--- config.mk ---
export PLATFORM = sky130hd
export DESIGN_NAME = sdr_top
export DESIGN_NICKNAME = d
export VERILOG_FILES = /design/src/verilog/sdr_pkg.sv /design/src/verilog/sdr_fifo.sv /design/src/verilog/sdr_top.sv
export VERILOG_INCLUDE_DIRS = /design/src /design/src/verilog
export SDC_FILE = /design/constraint.sdc
export NUM_CORES = 1
export LEC_CHECK = 0
export ABC_AREA = 1
export BUFFER_PORTS_ARGS = -buffer_cell sky130_fd_sc_hd__clkbuf_2
export CAP_MARGIN = 20
export CORE_UTILIZATION = 40
export DETAILED_ROUTE_END_ITERATION = 10
export GPL_TIMING_DRIVEN = 0
export PLACE_DENSITY = 0.56
export SYNTH_ARGS = -nofsm -noshare
export SYNTH_HDL_FRONTEND = slang
export SYNTH_SLANG_ARGS = --single-unit
--- constraint.sdc ---
create_clock -name clk_in -period 4.75 [get_ports clk_in]
set_input_delay 0.7125 -clock clk_in [delete_from_list [all_inputs] [get_ports clk_in]]
set_output_delay 0.7125 -clock clk_in [all_outputs]
set_load 0.005 [all_outputs]
--- src/verilog/sdr_consts.svh ---
/*
 * Constants of the serial byte buffer: register address, reset values,
 * field positions and the byte and buffer sizes.
 * Assumes it is included by bare name from design files.
 */
`ifndef SDR_CONSTS_SVH
`define SDR_CONSTS_SVH

`define SDR_ADDR_BYTE_BUFFER 8'hc2
`define SDR_RESET_BYTE 8'h00
`define SDR_RESET_READ 8'h00
`define SDR_BYTE_MSB 7
`define SDR_LAST_BIT 3'h7
`define SDR_FIRST_BIT 3'h0
`define SDR_FIFO_WIDTH 8
`define SDR_FIFO_DEPTH 32
`define SDR_FIFO_ADDR_W 5

`endif

--- src/verilog/sdr_pkg.sv ---
/*
 * Types shared by the serial byte buffer, its port monitor and its test bench.
 * Assumes the constants header is on the include path.
 */
`include "sdr_consts.svh"

package sdr_pkg;

    // special-function register access from the cpu
    typedef struct packed {
        logic [7:0] addr;
        logic wr;
        logic rd;
        logic [7:0] wdata;
    } sdr_sfr_req_t;

    // steering from the bus state machine and control register
    typedef struct packed {
        logic enable;
        logic tx_active;
        logic bit_sample;
        logic step_done;
        logic event_clear;
    } sdr_shift_ctl_t;

    typedef enum logic [1:0] {
        SDR_SH_IDLE = 2'b00,
        SDR_SH_SHIFT = 2'b01,
        SDR_SH_PUSH = 2'b10
    } sdr_shift_state_t;

endpackage : sdr_pkg

--- src/verilog/sdr_fifo.sv ---
/*
 * Receive FIFO with a registered output stage; total capacity is DEPTH.
 * Assumes one clock, asynchronous active-high reset, valid/ready on both
 * sides with a transfer on valid and ready in the same cycle.
 */
`timescale 1ns/1ps
`include "sdr_consts.svh"

module sdr_fifo #(
    parameter int WIDTH = `SDR_FIFO_WIDTH,
    parameter int DEPTH = `SDR_FIFO_DEPTH,
    parameter int AW = `SDR_FIFO_ADDR_W
) (
    // clock and reset
    input wire logic clk_in,
    input wire logic rst_in,
    // filling side
    input wire logic [WIDTH-1:0] in_data_in,
    input wire logic in_valid_in,
    output logic in_ready_out,
    // draining side
    output logic [WIDTH-1:0] out_data_out,
    output logic out_valid_out,
    input wire logic out_ready_in
);

    logic [WIDTH-1:0] mem_reg [DEPTH];
    logic [AW-1:0] wr_ptr_reg, wr_ptr_next;
    logic [AW-1:0] rd_ptr_reg, rd_ptr_next;
    logic [AW:0] count_reg, count_next;
    logic [WIDTH-1:0] out_reg, out_next;
    logic out_valid_reg, out_valid_next;
    logic [AW:0] total;
    logic push;
    logic take;
    logic load;

    always_comb begin
        // output stage counts toward capacity, so full is honest
        total = count_reg + {{AW{1'b0}}, out_valid_reg};
        in_ready_out = (total < DEPTH[AW:0]);
        push = in_valid_in && in_ready_out;
        take = out_valid_reg && out_ready_in;
        load = (count_reg != '0) && (!out_valid_reg || take);
        wr_ptr_next = push ? wr_ptr_reg + 1'b1 : wr_ptr_reg;
        rd_ptr_next = load ? rd_ptr_reg + 1'b1 : rd_ptr_reg;
        count_next = count_reg + {{AW{1'b0}}, push} - {{AW{1'b0}}, load};
        out_next = load ? mem_reg[rd_ptr_reg] : out_reg;
        out_valid_next = load || (out_valid_reg && !take);
    end

    always_ff @(posedge clk_in or posedge rst_in) begin
        if (rst_in) begin
            wr_ptr_reg <= '0;
            rd_ptr_reg <= '0;
            count_reg <= '0;
            out_reg <= '0;
            out_valid_reg <= 1'b0;
        end else begin
            wr_ptr_reg <= wr_ptr_next;
            rd_ptr_reg <= rd_ptr_next;
            count_reg <= count_next;
            out_reg <= out_next;
            out_valid_reg <= out_valid_next;
        end
    end

    // storage carries no reset; only words counted valid are ever read
    always_ff @(posedge clk_in) begin
        if (push) begin
            mem_reg[wr_ptr_reg] <= in_data_in;
        end
    end

    assign out_data_out = out_reg;
    assign out_valid_out = out_valid_reg;

endmodule // sdr_fifo

--- src/verilog/sdr_top.sv ---
/*
 * Serial byte buffer of a two-wire bus interface: cpu register at its
 * special-function address, msb-first shift path, serial event flag and
 * a receive FIFO that keeps every completed byte.
 * Assumes bit_sample pulses come from the bus state machine on this clock
 * at each data-line sample point, two cycles after the level settled, and
 * that the bus machine stretches the clock while bus_stall_out is high.
 */
// Contract
// (RULE1) register holds still, no shifting, while the event flag is set
// (RULE2) cpu reads and writes work while the flag is set
// (RULE3) software leaves the register alone when enabled and flag clear
// (RULE4) transmit sends the register msb first down to lsb
// (RULE5) first received bit ends up in the msb
// (RULE6) every transmit bit also shifts the sampled line level in
// (RULE7) after a byte the register holds what was really on the bus
// (RULE8) lost arbitration leaves the correct received byte in place
// (RULE9) eight-bit read/write register at 0xc2, zero after reset
// (RULE10) flag sets on byte or bus step done, stays until software clears
`timescale 1ns/1ps
`include "sdr_consts.svh"

module sdr_top
    import sdr_pkg::*;
(
    // clock and reset
    input wire logic clk_in,
    input wire logic rst_in,
    // special-function register port
    input wire sdr_sfr_req_t sfr_req_in,
    output logic [7:0] sfr_rdata_out,
    // control from the bus state machine and control register
    input wire sdr_shift_ctl_t shift_ctl_in,
    output logic event_flag_out,
    output logic bus_stall_out,
    // data line, open drain
    input wire logic sda_pin_in,
    output logic sda_drive_out,
    output logic sda_oe_out,
    // received byte stream
    output logic [7:0] rx_byte_out,
    output logic rx_valid_out,
    input wire logic rx_ready_in
);

    function automatic logic sfr_hit(input sdr_sfr_req_t req);
        sfr_hit = (req.addr == `SDR_ADDR_BYTE_BUFFER);
    endfunction

    // data line synchroniser
    logic sda_meta_reg, sda_meta_next;
    logic sda_sync_reg, sda_sync_next;

    always_comb begin
        sda_meta_next = sda_pin_in;
        sda_sync_next = sda_meta_reg;
    end

    always_ff @(posedge clk_in or posedge rst_in) begin
        if (rst_in) begin
            sda_meta_reg <= 1'b1;
            sda_sync_reg <= 1'b1;
        end else begin
            sda_meta_reg <= sda_meta_next;
            sda_sync_reg <= sda_sync_next;
        end
    end

    // shift path and event flag
    sdr_shift_state_t state_reg, state_next;
    logic [7:0] data_reg, data_next;
    logic [2:0] bit_cnt_reg, bit_cnt_next;
    logic flag_reg, flag_next;
    logic byte_done;
    logic fifo_in_ready;
    logic wr_ok;

    always_comb begin
        state_next = state_reg;
        data_next = data_reg;
        bit_cnt_next = bit_cnt_reg;
        byte_done = 1'b0;
        // writes land only while nothing can be shifting
        wr_ok = sfr_req_in.wr && sfr_hit(sfr_req_in)
            && (flag_reg || !shift_ctl_in.enable); // see (RULE2) (RULE3)
        if (wr_ok) begin
            data_next = sfr_req_in.wdata; // see (RULE9)
        end
        unique case (state_reg)
            SDR_SH_IDLE: begin
                bit_cnt_next = `SDR_FIRST_BIT;
                if (shift_ctl_in.enable && !flag_reg) begin
                    state_next = SDR_SH_SHIFT;
                end
            end
            SDR_SH_SHIFT: begin
                if (!shift_ctl_in.enable || flag_reg) begin
                    state_next = SDR_SH_IDLE; // see (RULE1)
                    bit_cnt_next = `SDR_FIRST_BIT;
                end else if (shift_ctl_in.bit_sample) begin
                    // one shift serves both directions: the level read
                    // back replaces the bit just driven
                    data_next = {data_reg[6:0], sda_sync_reg}; // see (RULE4) (RULE5) (RULE6)
                    if (bit_cnt_reg == `SDR_LAST_BIT) begin
                        state_next = SDR_SH_PUSH; // see (RULE7) (RULE8)
                        bit_cnt_next = `SDR_FIRST_BIT;
                    end else begin
                        bit_cnt_next = bit_cnt_reg + 3'h1;
                    end
                end
            end
            SDR_SH_PUSH: begin
                // flag waits for room, so a full FIFO stalls the bus
                if (fifo_in_ready) begin
                    byte_done = 1'b1;
                    state_next = SDR_SH_IDLE;
                end
            end
            default: begin
                state_next = SDR_SH_IDLE;
                bit_cnt_next = `SDR_FIRST_BIT;
            end
        endcase
        // a set arriving with the clear wins
        flag_next = flag_reg;
        if (shift_ctl_in.event_clear) begin
            flag_next = 1'b0;
        end
        if (byte_done || shift_ctl_in.step_done) begin
            flag_next = 1'b1; // see (RULE10)
        end
    end

    always_ff @(posedge clk_in or posedge rst_in) begin
        if (rst_in) begin
            state_reg <= SDR_SH_IDLE;
            data_reg <= `SDR_RESET_BYTE; // see (RULE9)
            bit_cnt_reg <= `SDR_FIRST_BIT;
            flag_reg <= 1'b0;
        end else begin
            state_reg <= state_next;
            data_reg <= data_next;
            bit_cnt_reg <= bit_cnt_next;
            flag_reg <= flag_next;
        end
    end

    // registered outputs: read data, pin, stall
    logic [7:0] rdata_reg, rdata_next;
    logic sda_oe_reg, sda_oe_next;
    logic stall_reg, stall_next;

    always_comb begin
        rdata_next = `SDR_RESET_READ;
        if (sfr_req_in.rd && sfr_hit(sfr_req_in)) begin
            rdata_next = data_reg; // see (RULE2) (RULE9)
        end
        // open drain: pull low for a zero msb, release for a one
        sda_oe_next = shift_ctl_in.enable && shift_ctl_in.tx_active
            && (state_next == SDR_SH_SHIFT)
            && !data_next[`SDR_BYTE_MSB]; // see (RULE4)
        stall_next = (state_next == SDR_SH_PUSH);
    end

    always_ff @(posedge clk_in or posedge rst_in) begin
        if (rst_in) begin
            rdata_reg <= `SDR_RESET_READ;
            sda_oe_reg <= 1'b0;
            stall_reg <= 1'b0;
        end else begin
            rdata_reg <= rdata_next;
            sda_oe_reg <= sda_oe_next;
            stall_reg <= stall_next;
        end
    end

    sdr_fifo #(
        .WIDTH(`SDR_FIFO_WIDTH),
        .DEPTH(`SDR_FIFO_DEPTH),
        .AW(`SDR_FIFO_ADDR_W)
    ) u_rx_fifo (
        .clk_in(clk_in),
        .rst_in(rst_in),
        .in_data_in(data_reg),
        .in_valid_in(state_reg == SDR_SH_PUSH),
        .in_ready_out(fifo_in_ready),
        .out_data_out(rx_byte_out),
        .out_valid_out(rx_valid_out),
        .out_ready_in(rx_ready_in)
    );

    assign sfr_rdata_out = rdata_reg;
    assign event_flag_out = flag_reg;
    assign bus_stall_out = stall_reg;
    assign sda_oe_out = sda_oe_reg;
    // the pin is only ever pulled low
    assign sda_drive_out = 1'b0;

endmodule // sdr_top

==> run summary <==
status -> finished, final reports clean
drt pass-1 iters -> 5
Post-Syn Nets -> 1181
number of CTS-inserted buffers -> 34
H-tree depth -> 2
IO Port Bufs -> 46
Clock Pin Slew Worst Setup and Hold Paths -> 0.06 ns
EDFF count, synth -> 256
leading cell type in the layout, fill and taps excluded -> nand2_1
vias per std cell -> 5.18
GR Util met1 -> 0.304
maximum vdd ir drop -> 0.000258 V
Post-Synthesis Cells -> 1136
crit path DAT -> 3.31 ns
Die Area -> 0.0326 mm^2
Final Non-Filler Cells -> 1670
WL final -> 34000 um
Slew headroom -> 0.280
clk_lat worst skew -> 0.52 ns
CTS Hold Bufs -> 0
post-synthesis cell type count -> 30
vias in the first global route -> 8425
area delta synth->final -> 17.5%
Boundary Pins -> 48
critical path class -> reg -> reg
GPL Wtd Cong -> 0.918
minimum clock period -> 3.09 ns
clock sink count -> 307
CP endpoint kind -> register
commonest cells after routing, fill and taps aside -> nand2_1 (405), edfxtp_1 (256), nand3_1 (168)
Peak Freq -> 0.324 GHz
antenna violations before repair -> 1
HP Class -> in -> async
Routed wire per std cell -> 20.4 um
met3 global-route usage -> 0.0354
DRC violations left -> 0
Critical Path Fanout Max -> 10
Die Y -> 180 um
Seq/Total Area, Yosys -> 0.704
grt ovf -> 0
static leakage -> 0.00598 uW
Slew Limit Fails -> 0
Max-Cap Viols -> 0
DRT iter0 DRCs -> 793
synthesized flop and latch total -> 307
final hold violation count -> 0
TritonCTS clock tree -> yes
Synth async-reset ratio -> 0.166
via count -> 8656
total global-route track usage -> 0.213
Core Area -> 0.0310 mm^2
pwr dens -> 601 mW/mm^2
Setup Buffers After CTS -> 0
Syn Area/Cell -> 11.2 um^2
number of gates resized after cts -> 0
reg2reg setup slack -> 1.66 ns
largest net degree at the start of global routing -> 35
layout net count -> 1293
RSZ-0062 raised after global routing -> false
first-pass GRT wire length -> 51800 um
worst slew pin tran -> 1.07 ns
Initial Util -> 0.411
crit path launch type -> register
CTS max path bufs -> 3
fraction of layout cells with a size suffix above 1 -> 0.144
overall die width -> 180 um
ys flop type -> edfxtp_1
dpl cells -> 1602
Detail Route Antenna Nets -> 0
post-detail-place hpwl -> 23800 um
Synth Warn # -> 0
met2 Use GR -> 0.333
post-synthesis cell area -> 0.0127 mm^2
Top Usage Layer GRT -> met2
Largest register FFs -> 256
CTS root buf -> clkbuf_16
clock skew -> 0.0218 ns
setup TNS -> 0 ns
setup violators final -> 0
Data required, critical path -> 4.97 ns
final period utilization -> 0.651
Row Count -> 64
-- cells in the mapped netlist (3+ instances only) --
library cell	n	area (um^2)
a21oi_1	33	165
buf_2	41	205
buf_4	4	30.0
clkbuf_1	10	37.5
clkinv_1	5	18.8
dfrtp_1	49	1230
edfxtp_1	256	7690
ha_1	17	213
inv_1	42	158
nand2_1	405	1520
nand3_1	168	841
nand4_1	3	18.8
nor2_1	28	105
nor3_1	26	130
o211ai_1	6	45.0
o21ai_0	13	65.1
xor2_1	12	105
-- final timing paths --
path	depth (start not counted)	from	end
max	7	u_rx_fifo.count_reg[3]$_DFF_PP0_	u_rx_fifo.mem_reg[19][2]$_DFFE_PP_
min	2	rst_in	sda_oe_out$_DFF_PP0_
max reg2reg	7	u_rx_fifo.count_reg[3]$_DFF_PP0_	u_rx_fifo.mem_reg[19][2]$_DFFE_PP_
min reg2reg	0	sda_meta_reg$_DFF_PP1_	sda_sync_reg$_DFF_PP1_
max in group asynchronous	3	rst_in	u_rx_fifo.wr_ptr_reg[4]$_DFFE_PP0N_
min in group clk_in	1	sda_pin_in	sda_meta_reg$_DFF_PP1_
-- power breakdown --
part / leakage (uW) / internal (uW) / switching [uW]
Combinational: 0.00252 / 875 / 2060
Clock: 0.000547 / 1570 / 1060
Sequential: 0.00292 / 3230 / 212
Total: 0.00598 / 5670 / 3320
-- logic make-up (layout without fill, tap and decap cells) --
kind of cell | count (synthesis) | count (layout) | share of synthesized area
compound gates | 59 | 59 | 0.0255
xor+xnor | 12 | 12 | 0.00825
simple gates | 633 | 633 | 0.207
flops | 307 | 307 | 0.704
buf+inv | 106 | 243 | 0.0366
other cells | 1 | 2 | 0.000294
fa+ha+maj | 18 | 18 | 0.0183
-- stage by stage --
stage,total power [uW],setup WS (ns),instance area [um^2],hold WS (ns),utilization
finish,9000,1.66,15000,0.202,0.483
global placement,6250,1.52,13500,0.346,0.435
detailed placement,6380,1.71,13800,0.347,0.445
CTS,9000,1.64,14900,0.195,0.481
floorplan,5150,2.23,12700,0.345,-
global route,9470,1.46,15000,0.230,0.483
-- cell type report --
type | instances | area, um^2
diodes | 1 | 2.50
plain buffers | 56 | 277
clock buffers | 44 | 940
clock inverters | 17 | 171
fillers | 2757 | 16000
inverters | 50 | 190
multi-input cells | 723 | 3330
flip-flops and latches | 307 | 8970
well taps | 396 | 495
repair buffers | 76 | 598
-- layer usage --
layer | wire length, um | vias up
met2 | 15800 | 295
met5 | 0 | -
li1 | - | 4132
met3 | 2280 | 38
met4 | 665 | 0
met1 | 15300 | 4191
-- worst max-delay path, stage by stage (launching register included) --
cell and delay (ns):
dfrtp_1 0.40, ha_1 0.20, nand4_1 0.11, xor2_1 0.42, nand2_1 0.16, clkbuf_1 0.33
nor3_1 0.85, buf_2 0.31
Power figures use the tool's default switching activity.
